--- src/lsh_pkg.sv ---
`default_nettype none
package lsh_pkg;
   // Clock rate and the default link rate.
   localparam int unsigned CLK_HZ     = 40_000_000;
   localparam int unsigned CYC_PER_MS = CLK_HZ / 1000;
   localparam int unsigned CYC_PER_US = CLK_HZ / 1_000_000;
   localparam int unsigned BAUD_DEF   = 19200;
   localparam logic [15:0] DIV_RST    = 16'(CLK_HZ / BAUD_DEF);

   // Timing figures in their own units.
   localparam int unsigned BUS_IDLE_MS   = 4000;
   localparam int unsigned RESP_TO_MS    = 50;
   localparam int unsigned WAKE_PULSE_US = 250;
   localparam int unsigned WAKE_WAIT_MS  = 150;
   localparam int unsigned WAKE_TRIES    = 3;
   localparam logic [1:0]  WAKE_LAST     = 2'(WAKE_TRIES - 1);

   // Frame constants.
   localparam int unsigned BRK_BITS   = 11;
   localparam logic [7:0]  SYNC_PAT   = 8'h55;
   localparam logic [5:0]  SLEEP_ID   = 6'h3C;
   localparam logic [7:0]  SLEEP_CMD  = 8'h00;
   localparam int unsigned SYNC_SHIFT = 3;
   localparam logic [3:0]  MEAS_EDGES = 4'h3;
   localparam logic [3:0]  BIT_START  = 4'h0;
   localparam logic [3:0]  BIT_LAST   = 4'h8;
   localparam logic [3:0]  BIT_STOP   = 4'h9;
   localparam logic [3:0]  LEN_2      = 4'h2;
   localparam logic [3:0]  LEN_4      = 4'h4;
   localparam logic [3:0]  LEN_8      = 4'h8;
   localparam logic [31:0] TMR_MAX    = 32'hFFFF_FFFF;

   // Register word indexes; the byte address is four times the index.
   localparam logic [4:0] IDX_STATUS = 5'h00;
   localparam logic [4:0] IDX_CTRL   = 5'h01;
   localparam logic [4:0] IDX_MASK   = 5'h02;
   localparam logic [4:0] IDX_RXID   = 5'h03;
   localparam logic [4:0] IDX_DIV    = 5'h04;
   localparam logic [4:0] IDX_RXD    = 5'h08;
   localparam logic [4:0] IDX_TXD    = 5'h10;

   // Status bit positions.
   localparam int B_IDLE   = 7;
   localparam int B_CSUM   = 6;
   localparam int B_SYNC   = 5;
   localparam int B_WTO    = 4;
   localparam int B_NORESP = 3;
   localparam int B_SER    = 2;
   localparam int B_DONE   = 1;
   localparam int B_SLEEP  = 0;
   // Control bit positions and the writable bits.
   localparam int         C_BAUD     = 7;
   localparam int         C_WAKE     = 5;
   localparam logic [7:0] CTRL_WMASK = 8'hA0;

   typedef enum logic [2:0] {ST_IDLE, ST_MEAS_ARM, ST_MEAS, ST_BYTE_WAIT, ST_BYTE} lsh_state_t;
   typedef enum logic [1:0] {K_SYNC, K_ID, K_DATA, K_CHK} lsh_kind_t;
   typedef enum logic [1:0] {WK_OFF, WK_DRIVE, WK_WAIT} lsh_wk_t;

   typedef struct packed {
      logic        read;
      logic        write;
      logic [6:0]  address;
      logic [3:0]  byteenable;
      logic [31:0] writedata;
   } lsh_avs_req_t;

   typedef struct packed {
      logic        waitrequest;
      logic [31:0] readdata;
   } lsh_avs_rsp_t;

   typedef struct packed {
      lsh_state_t      st;
      lsh_kind_t       kind;
      lsh_wk_t         wk;
      logic [1:0]      tries;
      logic [31:0]     tmr;
      logic [31:0]     lowc;
      logic [31:0]     idle;
      logic [31:0]     resp_cnt;
      logic            resp_on;
      logic [31:0]     wk_cnt;
      logic [3:0]      bitc;
      logic [3:0]      idx;
      logic [3:0]      nb;
      logic [7:0]      sh;
      logic [7:0]      sum;
      logic [15:0]     div;
      logic            rxp;
      logic            ack;
      logic [31:0]     rdata;
      logic [7:0]      status;
      logic [7:0]      mask;
      logic [7:0]      ctrl;
      logic [7:0]      rx_id;
      logic [7:0][7:0] rxd;
      logic [7:0][7:0] txd;
   } lsh_regs_t;
endpackage
`default_nettype wire

--- src/lsh_lin_slave.sv ---
// Notes on behaviour
// Long bus silence sets bus idle error.
// Checksum mismatch sets checksum error.
// Without correction, sync byte not 55h sets sync error.
// Three unanswered wake-up pulses set timeout.
// Response not finished in time sets error.
// UART framing fault sets serial interface error.
// Good response sets frame complete.
// New identifier clears frame complete.
// Sleep command frame sets sleep flag.
// Control bit 7 enables baud correction.
// Break found by timing dominant period.
// Without correction, sync byte checked as 55h.
// With correction, sync edges retune baud divisor.
// Eight byte transmit buffer held.
// Last identifier byte kept in register.
// Response data kept in eight byte buffer.
// Identifier received at current rate after sync.
//
// Chosen here: the register offsets and the Avalon-MM slave port.
`timescale 1ns/100ps
`default_nettype none
module lsh_lin_slave #(
   parameter int unsigned IDLE_CYC   = lsh_pkg::BUS_IDLE_MS * lsh_pkg::CYC_PER_MS,
   parameter int unsigned RESP_CYC   = lsh_pkg::RESP_TO_MS * lsh_pkg::CYC_PER_MS,
   parameter int unsigned WPULSE_CYC = lsh_pkg::WAKE_PULSE_US * lsh_pkg::CYC_PER_US,
   parameter int unsigned WWAIT_CYC  = lsh_pkg::WAKE_WAIT_MS * lsh_pkg::CYC_PER_MS
) (
   // Clock and reset.
   input  wire logic                  sys_clk_i,
   input  wire logic                  rst_i,
   // Avalon-MM register slave.
   input  wire lsh_pkg::lsh_avs_req_t avs_req_i,
   output var  lsh_pkg::lsh_avs_rsp_t avs_rsp_o,
   // Interrupt.
   output logic                       irq_o,
   // Single-wire bus, low is dominant.
   input  wire logic                  lin_rx_i,
   output logic                       lin_o,
   output logic                       lin_oe_o
);
   import lsh_pkg::*;

   lsh_regs_t   s_r;
   lsh_regs_t   s_nxt;
   logic        rx_fall;
   logic        rx_rise;
   logic        samp;
   logic        byte_done;
   logic        frame_err;
   logic        brk_hit;
   logic        meas_done;
   logic [31:0] brk_thr;
   logic [7:0]  st_set;
   logic [7:0]  st_clr;
   logic [8:0]  sum_w;
   logic [4:0]  widx;

   // Response length from the two length bits of the identifier.
   function automatic logic [3:0] data_len(input logic [7:0] id);
      logic [3:0] n;
      n = LEN_2;
      unique case (id[5:4])
         2'h0, 2'h1: n = LEN_2;
         2'h2:       n = LEN_4;
         2'h3:       n = LEN_8;
      endcase
      return n;
   endfunction

   // Outputs: the bus is only ever pulled dominant, so the driven value is constant.
   assign lin_o    = 1'b0;
   assign lin_oe_o = (s_r.wk == WK_DRIVE);
   assign irq_o    = |(s_r.status & s_r.mask);
   always_comb begin
      avs_rsp_o.readdata    = s_r.rdata;
      avs_rsp_o.waitrequest = (avs_req_i.read | avs_req_i.write) & ~s_r.ack;
   end

   // Next-state logic for the whole block.
   always_comb begin
      s_nxt     = s_r;
      st_set    = 8'h00;
      st_clr    = 8'h00;
      sum_w     = 9'h000;
      widx      = avs_req_i.address[6:2];
      rx_fall   = s_r.rxp & ~lin_rx_i;
      rx_rise   = ~s_r.rxp & lin_rx_i;
      samp      = (s_r.st == ST_BYTE) && (s_r.tmr == 32'h0);
      byte_done = samp && (s_r.bitc == BIT_STOP) && lin_rx_i;
      frame_err = samp && (s_r.bitc == BIT_STOP) && !lin_rx_i;
      meas_done = (s_r.st == ST_MEAS) && rx_fall && (s_r.bitc == MEAS_EDGES);
      brk_thr   = 32'(s_r.div) * 32'(BRK_BITS);
      // Our own wake-up pulse must not be taken for a break.
      brk_hit   = rx_rise && (s_r.lowc >= brk_thr) && (s_r.wk != WK_DRIVE);
      s_nxt.rxp = lin_rx_i;

      // Capture timer for the dominant period, saturating on a stuck bus.
      if (lin_rx_i) begin
         s_nxt.lowc = 32'h0;
      end else if (s_r.lowc != TMR_MAX) begin
         s_nxt.lowc = s_r.lowc + 32'h1;
      end

      // Bus silence watch: any edge restarts it, the flag sets once per silence.
      if (rx_fall || rx_rise) begin
         s_nxt.idle = 32'h0;
      end else if (s_r.idle != 32'(IDLE_CYC)) begin
         s_nxt.idle = s_r.idle + 32'h1;
         if (s_r.idle == 32'(IDLE_CYC - 1)) begin
            st_set[B_IDLE] = 1'b1;
         end
      end

      // Register slave: one wait cycle, then the request is taken.
      s_nxt.ack = (avs_req_i.read | avs_req_i.write) & ~s_r.ack;
      if (avs_req_i.read && !s_r.ack) begin
         s_nxt.rdata = 32'h0;
         if (widx == IDX_STATUS) begin
            s_nxt.rdata[7:0] = s_r.status;
         end else if (widx == IDX_CTRL) begin
            s_nxt.rdata[7:0] = s_r.ctrl;
         end else if (widx == IDX_MASK) begin
            s_nxt.rdata[7:0] = s_r.mask;
         end else if (widx == IDX_RXID) begin
            s_nxt.rdata[7:0] = s_r.rx_id;
         end else if (widx == IDX_DIV) begin
            s_nxt.rdata[15:0] = s_r.div;
         end else if (widx[4:3] == IDX_RXD[4:3]) begin
            s_nxt.rdata[7:0] = s_r.rxd[widx[2:0]];
         end else if (widx[4:3] == IDX_TXD[4:3]) begin
            s_nxt.rdata[7:0] = s_r.txd[widx[2:0]];
         end
      end
      // Only the bits actually returned are cleared, so a late event survives.
      if (avs_req_i.read && s_r.ack && widx == IDX_STATUS) begin
         st_clr = s_r.rdata[7:0];
      end
      if (avs_req_i.write && s_r.ack) begin
         if (avs_req_i.byteenable[0]) begin
            if (widx == IDX_CTRL) begin
               s_nxt.ctrl = avs_req_i.writedata[7:0] & CTRL_WMASK;
               if (avs_req_i.writedata[C_WAKE] && s_r.wk == WK_OFF) begin
                  s_nxt.wk     = WK_DRIVE;
                  s_nxt.wk_cnt = 32'h0;
                  s_nxt.tries  = 2'h0;
               end
            end else if (widx == IDX_MASK) begin
               s_nxt.mask = avs_req_i.writedata[7:0];
            end else if (widx == IDX_DIV) begin
               s_nxt.div[7:0] = avs_req_i.writedata[7:0];
            end else if (widx[4:3] == IDX_TXD[4:3]) begin
               s_nxt.txd[widx[2:0]] = avs_req_i.writedata[7:0];
            end
         end
         if (avs_req_i.byteenable[1] && widx == IDX_DIV) begin
            s_nxt.div[15:8] = avs_req_i.writedata[15:8];
         end
      end

      // Header and response receiver.
      unique case (s_r.st)
         ST_IDLE: begin
         end
         ST_MEAS_ARM: begin
            if (rx_fall) begin
               s_nxt.st   = ST_MEAS;
               s_nxt.tmr  = 32'h0;
               s_nxt.bitc = BIT_START;
            end
         end
         ST_MEAS: begin
            // Five falling edges of 55h span eight bit times.
            s_nxt.tmr = s_r.tmr + 32'h1;
            if (s_r.tmr == TMR_MAX) begin
               st_set[B_SYNC] = 1'b1;
               s_nxt.st       = ST_IDLE;
            end else if (meas_done) begin
               s_nxt.div  = 16'((s_r.tmr + 32'h1) >> SYNC_SHIFT);
               s_nxt.kind = K_ID;
               s_nxt.st   = ST_BYTE_WAIT;
            end else if (rx_fall) begin
               s_nxt.bitc = s_r.bitc + 4'h1;
            end
         end
         ST_BYTE_WAIT: begin
            if (rx_fall) begin
               s_nxt.st   = ST_BYTE;
               s_nxt.tmr  = 32'(s_r.div >> 1);
               s_nxt.bitc = BIT_START;
            end
         end
         ST_BYTE: begin
            if (!samp) begin
               s_nxt.tmr = s_r.tmr - 32'h1;
            end else begin
               s_nxt.tmr  = 32'(s_r.div) - 32'h1;
               s_nxt.bitc = s_r.bitc + 4'h1;
               if (s_r.bitc == BIT_START && lin_rx_i) begin
                  s_nxt.st = ST_BYTE_WAIT;  // A glitch, not a start bit.
               end else if (s_r.bitc != BIT_START && s_r.bitc <= BIT_LAST) begin
                  s_nxt.sh = {lin_rx_i, s_r.sh[7:1]};
               end else if (frame_err) begin
                  st_set[B_SER] = 1'b1;
                  s_nxt.st      = ST_IDLE;
                  s_nxt.resp_on = 1'b0;
               end else if (byte_done) begin
                  unique case (s_r.kind)
                     K_SYNC: begin
                        if (s_r.sh != SYNC_PAT) begin
                           st_set[B_SYNC] = 1'b1;
                           s_nxt.st       = ST_IDLE;
                        end else begin
                           s_nxt.kind = K_ID;
                           s_nxt.st   = ST_BYTE_WAIT;
                        end
                     end
                     K_ID: begin
                        s_nxt.rx_id    = s_r.sh;
                        st_clr[B_DONE] = 1'b1;
                        s_nxt.nb       = data_len(s_r.sh);
                        s_nxt.idx      = 4'h0;
                        s_nxt.sum      = 8'h00;
                        s_nxt.kind     = K_DATA;
                        s_nxt.resp_on  = 1'b1;
                        s_nxt.resp_cnt = 32'h0;
                        s_nxt.st       = ST_BYTE_WAIT;
                     end
                     K_DATA: begin
                        s_nxt.rxd[s_r.idx[2:0]] = s_r.sh;
                        // Classic sum with end-around carry.
                        sum_w     = {1'b0, s_r.sum} + {1'b0, s_r.sh};
                        s_nxt.sum = sum_w[7:0] + {7'h00, sum_w[8]};
                        s_nxt.idx = s_r.idx + 4'h1;
                        if (s_r.idx == s_r.nb - 4'h1) begin
                           s_nxt.kind = K_CHK;
                        end
                        s_nxt.st = ST_BYTE_WAIT;
                     end
                     K_CHK: begin
                        s_nxt.resp_on = 1'b0;
                        s_nxt.st      = ST_IDLE;
                        if (s_r.sh == ~s_r.sum) begin
                           st_set[B_DONE] = 1'b1;
                           if (s_r.rx_id[5:0] == SLEEP_ID && s_r.rxd[0] == SLEEP_CMD) begin
                              st_set[B_SLEEP] = 1'b1;
                           end
                        end else begin
                           st_set[B_CSUM] = 1'b1;
                        end
                     end
                  endcase
               end
            end
         end
      endcase

      // Response deadline, counted from the identifier.
      if (s_r.resp_on && !byte_done && !frame_err) begin
         if (s_r.resp_cnt == 32'(RESP_CYC - 1)) begin
            st_set[B_NORESP] = 1'b1;
            s_nxt.resp_on    = 1'b0;
            s_nxt.st         = ST_IDLE;
         end else begin
            s_nxt.resp_cnt = s_r.resp_cnt + 32'h1;
         end
      end

      // Wake-up: pulse, wait for a header, retry until the tries run out.
      unique case (s_r.wk)
         WK_OFF: begin
         end
         WK_DRIVE: begin
            s_nxt.wk_cnt = s_r.wk_cnt + 32'h1;
            if (s_r.wk_cnt == 32'(WPULSE_CYC - 1)) begin
               s_nxt.wk     = WK_WAIT;
               s_nxt.wk_cnt = 32'h0;
            end
         end
         WK_WAIT: begin
            s_nxt.wk_cnt = s_r.wk_cnt + 32'h1;
            if (s_r.wk_cnt == 32'(WWAIT_CYC - 1)) begin
               s_nxt.wk_cnt = 32'h0;
               if (s_r.tries == WAKE_LAST) begin
                  st_set[B_WTO]       = 1'b1;
                  s_nxt.wk            = WK_OFF;
                  s_nxt.ctrl[C_WAKE]  = 1'b0;
               end else begin
                  s_nxt.tries = s_r.tries + 2'h1;
                  s_nxt.wk    = WK_DRIVE;
               end
            end
         end
      endcase

      // A break restarts the header whatever the receiver was doing.
      if (brk_hit) begin
         s_nxt.kind         = K_SYNC;
         s_nxt.resp_on      = 1'b0;
         s_nxt.wk           = WK_OFF;
         s_nxt.ctrl[C_WAKE] = 1'b0;
         s_nxt.st           = s_r.ctrl[C_BAUD] ? ST_MEAS_ARM : ST_BYTE_WAIT;
      end

      // Sticky status: a set in the clearing cycle wins.
      s_nxt.status = (s_r.status & ~st_clr) | st_set;
   end

   // State register.
   always_ff @(posedge sys_clk_i) begin
      if (rst_i) begin
         s_r     <= '0;
         s_r.div <= DIV_RST;
         s_r.rxp <= 1'b1;
      end else begin
         s_r <= s_nxt;
      end
   end
endmodule
`default_nettype wire

--- config.mk ---
export PLATFORM = sky130hd
export DESIGN_NAME = lsh_lin_slave
export DESIGN_NICKNAME = d
export VERILOG_FILES = /design/src/lsh_pkg.sv /design/src/lsh_lin_slave.sv
export SDC_FILE = /design/constraint.sdc
export NUM_CORES = 1
export LEC_CHECK = 0
export BUFFER_PORTS_ARGS = -buffer_cell sky130_fd_sc_hd__buf_2
export CORE_MARGIN = 1
export CORE_UTILIZATION = 50
export DETAILED_ROUTE_END_ITERATION = 10
export GPL_ROUTABILITY_DRIVEN = 0
export PLACE_DENSITY = 0.67
export SLEW_MARGIN = 10
export SYNTH_ARGS = -nofsm -noshare
export SYNTH_HDL_FRONTEND = slang
export SYNTH_SLANG_ARGS = --single-unit
--- constraint.sdc ---
create_clock -name sys_clk_i -period 8.8 [get_ports sys_clk_i]
set_input_delay 0.44 -clock sys_clk_i [delete_from_list [all_inputs] [get_ports sys_clk_i]]
set_output_delay 0.44 -clock sys_clk_i [all_outputs]
set_load 0.02 [all_outputs]
Word-level counts from Yosys, hierarchy flattened

Cells that the tools add are included.

Equal/unequal tests: 48
Reductions and logical operators: 60
Add/sub/neg operators: 13
Magnitude comparators: 6
Multiply operators: 1
Mux-type cells: 154
Bitwise operators: 18

Operator list:

| operator                | number |
|---|---|
| $mux W32                | 12 |
| $mux W8                 | 29 |
| $mux W33                | 6 |
| $add A32 B1 Y32 const B | 5 |
| $bwmux W64              | 2 |
| $pmux W32 S4            | 1 |
| $mux W16                | 4 |
| $pmux W32 S2            | 1 |
| $bmux W8 S3             | 2 |
| $demux W8 S3            | 2 |
| $mux W5                 | 9 |
| $mux W4                 | 10 |
| $mux W2                 | 19 |
| $mux W3                 | 11 |
| $eq A32 B14 Y1 const B  | 1 |
| $eq A32 B21 Y1 const B  | 1 |
| $eq A32 B23 Y1 const B  | 1 |
| $eq A32 B28 Y1 const B  | 1 |
| $eq A32 B32 Y1 const B  | 1 |
| $ge A32 B20 Y1          | 1 |
| $logic_not A32 Y1       | 1 |
| $ne A32 B28 Y1 const B  | 1 |
| $ne A32 B32 Y1 const B  | 1 |
| $sub A32 B1 Y32 const B | 1 |
| other kinds (64)        | 177 |

Word-level logic and storage cells: 340
Bits in registers: 386
Output and inout port bits: 36
Bits of input ports: 48

Longest topological paths before layout

Gate-level depths: netlist (run 1).

Depth in word-level cells: 18
Gate-level depth with buffers: 21
Gate-level depth less buffers: 20

Worst setup path after synthesis (run 1)

Ideal clock, no wire load.

Kind: register to register
Start point: register s_r[201] in the netlist's numbering
End point: register s_r[407] in the netlist's numbering
Required time: 8.720 ns
Arrival: 4.509 ns
Path slack: 4.211 ns
Cell stages (with the launch flop): 19
Clock period less this slack: 4.589 ns
Library setup time: 0.080 ns
Cells stage by stage: dfxtp_1 ha_1 inv_1 fa_1 inv_1 ha_1 a211o_1 o211ai_1 a21oi_1 o41a_1 o21ai_0 o21ai_0 ha_1 a2111oi_0 o211ai_1 a32o_1 or2_2 clkbuf_1 nor3b_1

Longest elaborated chain between the ends: 5

Ends and longest elaborated chain:

| element                           | line                 | RTL |
|---|---|---|
| start, declared                   | lsh_lin_slave.sv:44  | `lsh_regs_t s_r;` |
| start signal, assigned            | lsh_lin_slave.sv:316 | `s_r <= s_nxt;` |
| $mul A16 B4 Y20                   | lsh_lin_slave.sv:93  | `brk_thr = 32'(s_r.div) * 32'(BRK_BITS);` |
| $ge A32 B20 Y1                    | lsh_lin_slave.sv:95  | `brk_hit = rx_rise && (s_r.lowc >= brk_thr) && (s_r.wk != WK_DRIVE);` |
| $logic_and A1 B1 Y1 (2 in series) | lsh_lin_slave.sv:95  |  |
| $mux W7                           | lsh_lin_slave.sv:297 | `if (brk_hit) begin` |

Every way passes these cells.
A chain may end at the register's enable or synchronous reset.

Final worst setup path (run 1)

Start point: register s_r[199] in the netlist's numbering
End point: register s_r[407] in the netlist's numbering

The elaborated chain is that of the path after synthesis.

==> summary.txt, run 1 <==
Run status
  • Status: complete, no violations

Detailed routing
  • Detailed-route DRC error count: 0
  • Initial drt markers: 1,810
  • Final WL: 58,900 um
  • WL/cell: 18.2 um
  • DRT Pass-1 Iters: 6
  • Via Count: ~19,000
  • Post-route antenna net violation count: 0
  • Vias/cell: slightly below 6

STA
  • Hold WS: 188 ps
  • RSZ-0062 raised after global routing: false
  • Fmax: between 0.15 and 0.2 GHz
  • Fin Setup TNS: 0 ps
  • Number of setup violations in the final report: 0
  • Final slew viol count: 0
  • Layout Skew: 16.9 ps
  • Final period utilization: 0.622
  • Relative slew slack: 0.199
  • Minimum clock period: 5470 ps
  • Min setup slack post-route: 3330 ps
  • Final hold violations: 0
  • Worst Max-Slew Pin Slew: 1200 ps

Run
  • Max Cap Viol: 0

Synthesis
  • Avg Inst Size Synth: just over 8 um2
  • Post-synth EDFFs: 0
  • Cell Area, Synth: between 20,000 and 25,000 um2
  • Area leader, netlist: dfxtp_1
  • Synth Instances: 2,690
  • Post-synth ARST share: 0
  • Post-synthesis mux area share: 0.0952
  • Largest cells by area after synthesis: dfxtp_1 35%, mux2i_1 8.0%, nor2_1 6.5%
  • Simple-gate portion of the synthesized area: 0.241
  • Sequential share of the synthesized area: 0.346
  • Register bit count reported by yosys: 385
  • Predominant post-synthesis flop cell: dfxtp_1
  • Synth Area in XOR/XNOR: 0.0691
  • Combinational family with the most area after synthesis: simple AND/OR/NAND/NOR gates
  • Post-Synth Adder-Cell Area: 0.0638
  • Top cell type's share of synthesized area: 0.346
  • Compound-Gate Fraction of Synth Area: 0.126
  • Synthesis Warnings: 0
  • Cell variety after synth: 81

Final layout
  • Final instance area: approximately 24,000 um2
  • Layout area overhead: 7.88%
  • Post-route insts no fill: 3,238
  • # fillers: 4,018
  • Antenna diodes: 0
  • Reg area: 7710 um2
  • Net count, final: 2,776
  • Multi-input gate area: 13,400 um2
  • Layout cells sized above 1: 0.0712

Power
  • VDD IR-drop max: about 0.16 mV
  • Leak: 9.21 nW
  • Pwr dens: 154 nW/um2

Setup path
  • CP endpoint: s_r[407]
  • CP max-delay cell: dfxtp_1
  • Worst Setup Start Kind: register
  • Worst path depth: 17
  • FF-to-FF Start: s_r[199]
  • Worst R2R Path Depth: 17
  • Crit path from: s_r[199]
  • Worst Path Max Fanout: 10
  • Worst endpoint required time: 9290 ps
  • Setup Crit Path Kind: reg -> reg
  • R2R Path End: s_r[407]
  • Endpoint class of the critical path: register
  • CP delay by family, top: compound AO/OA/AOI/OAI gates
  • Critical Path AT: 5960 ps
  • Buffers and inverters on the worst path: 2
  • Crit path top cell by count: ha_1
  • Cell Chain, Critical Path: ha_1 > inv_1 > fa_1 > inv_1 > ha_1 > a211o_1 > o211ai_1 > a21oi_1 > o41a_1 > o21ai_0 > o21ai_0 > ha_1 > a2111oi_0 > o211ai_1 > a32o_1 > or2_2 > nor3b_1
  • Delay of the slowest critical-path stage: 650 ps
  • Reg2reg setup slack: between 3000 and 4000 ps

Floorplan
  • # IOs: between 80 and 90
  • Row cnt: 76
  • Core ar.: 43,500 um2
  • Die outline height: approximately 210 um
  • Die ar.: 45,400 um2
  • Die width: 213 um
  • Initial core utilization: 0.512

Clock tree
  • TritonCTS clock tree: built
  • H-tree levels: 2
  • Post_cts resized: 0
  • Post-CTS Hold Buffers: 0
  • CTS Root Cell: clkbuf_16
  • CTS Buf Count: 43
  • Clk buf depth: 3
  • Reg clk slew, reported paths: roughly 60 ps
  • Clk_lat worst skew: a little under 600 ps
  • CTS sink count: 385
  • Post-CTS setup buffer count: 0

Global route
  • Antenna violations before repair: 3
  • Grt ovf: 0
  • First-pass GRT wire length: 95,600 um
  • GRT Util Overall: 0.260
  • Vias in the first global route: 18,200
  • Largest net degree at the start of global routing: about 120

Placed design
  • Area after DPL: between 20,000 and 25,000 um2
  • Setup WS pre-CTS: roughly 3400 ps
  • DP HPWL: 40,600 um
  • Buffers on Ports: 46
  • Placed cells: ~3,200

Worst hold path
  • Hold WC Path Type: in -> reg
power by group:
part / total, mW / switching (mW) / internal [mW]
Clock: 1.81 / 0.747 / 1.06
Combinational: 0.136 / 0.102 / 0.0336
Sequential: 1.76 / 0.00745 / 1.75
Total: 3.70 / 0.856 / 2.84
worst min-delay path by stage:
stage                       start  endpoint  slack, ps  cells past startpoint
finish              avs_req_i[43]  s_r[192]        190                      3
global route        avs_req_i[43]  s_r[192]        200                      3
CTS                 avs_req_i[43]  s_r[192]        170                      3
detailed placement        s_r[34]   s_r[34]        450                      2
global placement         s_r[228]  s_r[228]        440                      2
floorplan                s_r[135]  s_r[135]        430                      2
layout by cell type (no fill, tap or decap), types with 22 or more instances in the layout:
cell type  instances
clkbuf_16         43
nor4_1            44
inv_1            110
a21oi_1          133
a22oi_1           24
a211oi_1          29
dfxtp_1          385
mux2i_1          178
nand4_1           56
nand3_1          116
nor2b_1           22
nand2_1          204
nor3_1            59
and3_1            34
or3_1             32
xor2_1            89
xnor2_1           84
o21ai_0           80
nor2_1           386
ha_1              91
buf_2             45
and4_1            25
registers in the layout, summed over array words and instances (netlist names):
name / flops
s_r: 369
avs_rsp_o: 16
worst register-to-register path, cell delays in order, from the launching register on:
cell,delay [ps]
dfxtp_1,650
ha_1,330
inv_1,80
fa_1,410
inv_1,70
ha_1,260
a211o_1,360
o211ai_1,270
a21oi_1,140
o41a_1,440
o21ai_0,210
o21ai_0,140
ha_1,310
a2111oi_0,520
o211ai_1,160
a32o_1,360
or2_2,460
nor3b_1,220
cell type report:
class	instances	area share
sequential	385	0.321
inverter	110	0.0172
multi-input combinational	2018	0.556
clock inverter	13	0.00641
timing repair buffer	65	0.0159
tap	585	0.0305
clock buffer	62	0.0528
cells by family (layout without fill, tap and decap cells):
group           count (synthesis)  count (layout)
simple gates                 1092            1092
xor+xnor                      174             174
fa+ha+maj                     105             105
other cells                     1              17
compound gates                432             432
mux                           198             198
flops                         385             385
buf+inv                       303             250
routing by layer:
| layer | routed length, um | GRT usage |
|---|---|---|
| met2 | 26900 | 0.417 |
| met4 | 1450 | 0.0824 |
| met1 | 26900 | 0.357 |
| met3 | 3550 | 0.0409 |
| met5 | 38 | 0 |
stage by stage:
stage               total power [mW]   util
floorplan                       1.89      -
global placement                1.93  0.520
detailed placement              1.93  0.520
CTS                             3.73  0.552
global route                    3.81  0.552
finish                          3.70  0.552
synth_stat cells (all sizes together), types with 12 or more instances:
cell type	number
a211oi	29
a21oi	133
a221oi	21
a22oi	24
a31oi	14
and2	12
and3	34
and4	25
buf	54
clkbuf	139
dfxtp	385
fa	14
ha	91
inv	110
mux2i	178
nand2	205
nand2b	21
nand3	116
nand4	56
nor2	386
nor2b	22
nor3	61
nor4	48
o211ai	16
o21ai	82
o22ai	15
or2	17
or3	32
or4	19
xnor2	84
xor2	89
Power figures use the tool's default switching activity.
==> run 2, diff against run 1 <==
==> constraint.sdc (replaced) <==
create_clock -name sys_clk_i -period 5.6 [get_ports sys_clk_i]
set_input_delay 0.28 -clock sys_clk_i [delete_from_list [all_inputs] [get_ports sys_clk_i]]
set_output_delay 0.28 -clock sys_clk_i [all_outputs]
set_load 0.02 [all_outputs]
==> summary.txt, run 2 (synthesis results as in run 1) <==
Worst hold path
  • WHS Path Cells: 3 (unchanged)
  • Worst Hold Endpoint: s_r[192] (unchanged)
  • Hold WC Path Type: in -> reg (unchanged)
  • HP Start: avs_req_i[43] (unchanged)

Detailed routing
  • Initial drt markers: 1,731 (was 1,810)
  • DRT Pass-1 Iters: 6 (unchanged)
  • Via Count: 19,300 (about the same)
  • Post-route antenna net violation count: 0 (unchanged)
  • Vias/cell: 5.94 (was 5.97)
  • Detailed-route DRC error count: 0 (unchanged)
  • Final WL: 59,000 um (was 58,900 um)
  • WL/cell: 18.2 um (about the same)

Clock tree
  • Reg clk slew, reported paths: 70 ps (was 60 ps)
  • CTS sink count: 385 (unchanged)
  • CTS Root Cell: clkbuf_16 (unchanged)
  • H-tree levels: 2 (unchanged)
  • Clk buf depth: 3 (unchanged)
  • Clk_lat worst skew: 580 ps (about the same)
  • Post-CTS Hold Buffers: 0 (unchanged)
  • Post_cts resized: 0 (unchanged)
  • Post-CTS setup buffer count: 0 (unchanged)
  • TritonCTS clock tree: built (unchanged)
  • CTS Buf Count: 43 (unchanged)

Power
  • Reg power frac: 0.460 (was 0.475)
  • Leak: 9.30 nW (was 9.21 nW)
  • Psw: 1.37 mW (was 856 uW)
  • Pwr dens: 248 nW/um2 (was 154 nW/um2)
  • Internal power: 4.61 mW (was 2.84 mW)
  • Logic gate share of total power: 0.036 (was 0.037)
  • Clock group share of total power: 0.504 (was 0.489)
  • Switching Share: 0.230 (was 0.232)
  • Total power: 5.99 mW (was 3.70 mW)
  • VDD IR-drop max: 0.218 mV (was 0.158 mV)

Final layout
  • Most frequent cells in the layout: 386 x nor2_1, 383 x dfxtp_1, 204 x nand2_1 (was 386 x nor2_1, 385 x dfxtp_1, 204 x nand2_1)
  • Layout cells sized above 1: 0.0774 (was 0.0712)
  • Largest Register: s_r (unchanged)
  • Layout area overhead: 8.59% (was 7.88%)
  • Net count, final: 2,783 (was 2,776)
  • Max reg flops: 369 (unchanged)
  • # fillers: 4,002 (was 4,018)
  • Most common cell after layout, fill and taps aside: nor2_1 (unchanged)

Setup path
  • Worst Path Max Fanout: 9 (was 10)
  • Critical Path AT: 5690 ps (was 5960 ps)
  • Cell Chain, Critical Path: ha_1 > inv_1 > fa_1 > inv_1 > ha_1 > a211o_1 > o211ai_1 > a21oi_1 > o41a_1 > o21ai_0 > o21ai_0 > ha_1 > a2111oi_2 > o211ai_1 > a32o_1 > or2_2 > nor3b_1 (was ha_1 > inv_1 > fa_1 > inv_1 > ha_1 > a211o_1 > o211ai_1 > a21oi_1 > o41a_1 > o21ai_0 > o21ai_0 > ha_1 > a2111oi_0 > o211ai_1 > a32o_1 > or2_2 > nor3b_1)
  • Worst Setup Start Kind: register (unchanged)
  • Worst R2R Path Depth: 17 (unchanged)
  • Delay of the slowest critical-path stage: 500 ps (was 650 ps)
  • Buffers and inverters on the worst path: 2 (unchanged)
  • Setup Crit Path Kind: reg -> reg (unchanged)
  • CP delay by family, top: compound AO/OA/AOI/OAI gates (unchanged)
  • R2R Path End: s_r[407] (unchanged)
  • CP max-delay cell: fa_1 (was dfxtp_1)
  • Worst endpoint required time: 6090 ps (was 9290 ps)
  • Reg2reg setup slack: 400 ps (was 3330 ps)
  • FF-to-FF Start: s_r[201] (was s_r[199])
  • Endpoint class of the critical path: register (unchanged)
  • Crit path top cell by count: ha_1 (unchanged)

Floorplan
  • Die width: 213 um (unchanged)
  • Initial core utilization: 0.512 (unchanged)
  • Core ar.: 43,500 um2 (unchanged)
  • # IOs: 84 (unchanged)
  • Row cnt: 76 (unchanged)
  • Die outline height: 213 um (unchanged)
  • Die ar.: 45,400 um2 (unchanged)

STA
  • Final period utilization: 0.929 (was 0.622)
  • Worst Max-Slew Pin Slew: 1190 ps (was 1200 ps)
  • RSZ-0062 raised after global routing: false (unchanged)
  • Fin Setup TNS: 0 ps (unchanged)
  • Final slew viol count: 0 (unchanged)
  • Minimum clock period: 5200 ps (was 5470 ps)
  • Number of setup violations in the final report: 0 (unchanged)
  • Layout Skew: 12.3 ps (was 16.9 ps)
  • Relative slew slack: 0.206 (was 0.199)
  • Fmax: 0.192 GHz (was 0.183 GHz)
  • Final hold violations: 0 (unchanged)

Global route
  • GRT Util Overall: 0.260 (about the same)
  • Antenna violations before repair: 3 (unchanged)
  • First-pass GRT wire length: 95,500 um (was 95,600 um)
  • Largest net degree at the start of global routing: 118 (was 122)
  • Vias in the first global route: 18,200 (about the same)
  • Grt ovf: 0 (unchanged)

Placed design
  • Buffers on Ports: 46 (unchanged)
  • DP HPWL: 40,800 um (was 40,600 um)

Run status
  • Status: complete, no violations (unchanged)

Run
  • Max Cap Viol: 0 (unchanged)
[run 2: cell types whose count changed in the layout (fill, tap and decap cells not counted), moves of 2 or more]
cell / change
buf_4: +7
inv_6: +3
dfxtp_2: +2
bufinv_16: +4
dfxtp_1: -2
clkbuf_8: -3
clkinv_4: -3
clkbuf_1: -4
clkinv_2: +6
[run 2: worst register-to-register path: cells and delay by family, from the launching register on]
kind	cells	cell delay [ps]
compound gates	9	2440
fa+ha+maj	4	1480
buf+inv	2	90
flops	1	420
simple gates	2	670
[run 2: worst max-delay path by stage]
| stage | end | startpoint | cells after the start | slack (ps) |
|---|---|---|---|---|
| after global placement | s_r[407] | s_r[199] | 17 | 490 |
| after detailed placement | s_r[270] | s_r[199] | 17 | 310 |
| after floorplan | s_r[407] | s_r[201] | 18 | 1010 |
| after global routing | s_r[407] | s_r[201] | 17 | 20 |
| after CTS | s_r[270] | s_r[199] | 17 | 260 |
| final | s_r[407] | s_r[201] | 17 | 400 |
[run 2: layout make-up]
class	count	area [um2]	area share
Multi-Input combinational cell	2018	13400	0.553
Sequential cell	385	7710	0.319
Clock buffer	55	1210	0.0501
Tap cell	585	732	0.0303
Timing Repair Buffer	72	434	0.0180
Inverter	110	413	0.0171
Clock inverter	23	304	0.0126
Antenna cell	1	2.50	0.000104
[run 2: power by group through the flow]
stage	Sequential, mW	Clock, mW	Combinational (mW)
after CTS	2.76	3.07	0.213
final	2.76	3.02	0.216
after detailed placement	2.82	0	0.212
after global routing	2.76	3.20	0.232
after floorplan	2.81	0	0.161
after global placement	2.82	0	0.210
[run 2: stage by stage]
stage / std cells / hold WS (ps) / worst slack (ps) / util / area, um2
final: 3249 / 22.4 / 399 / 0.556 / 24200
after global routing: 3248 / 74.0 / 17.2 / 0.556 / 24200
after CTS: 3248 / 0.286 / 256 / 0.556 / 24200
after detailed placement: 3170 / 447 / 313 / 0.521 / 22600
after global placement: 3170 / 442 / 493 / 0.521 / 22600
after floorplan: 2706 / 424 / 1010 / - / 22300
[run 2: per-layer routing]
| layer | global-route usage | routed length [um] | vias up |
|---|---|---|---|
| li1 | - | - | 9341 |
| met1 | 0.354 | 27000 | 9285 |
| met2 | 0.423 | 27100 | 576 |
| met3 | 0.0379 | 3480 | 103 |
| met4 | 0.0836 | 1420 | 4 |
| met5 | 0 | 23 | - |
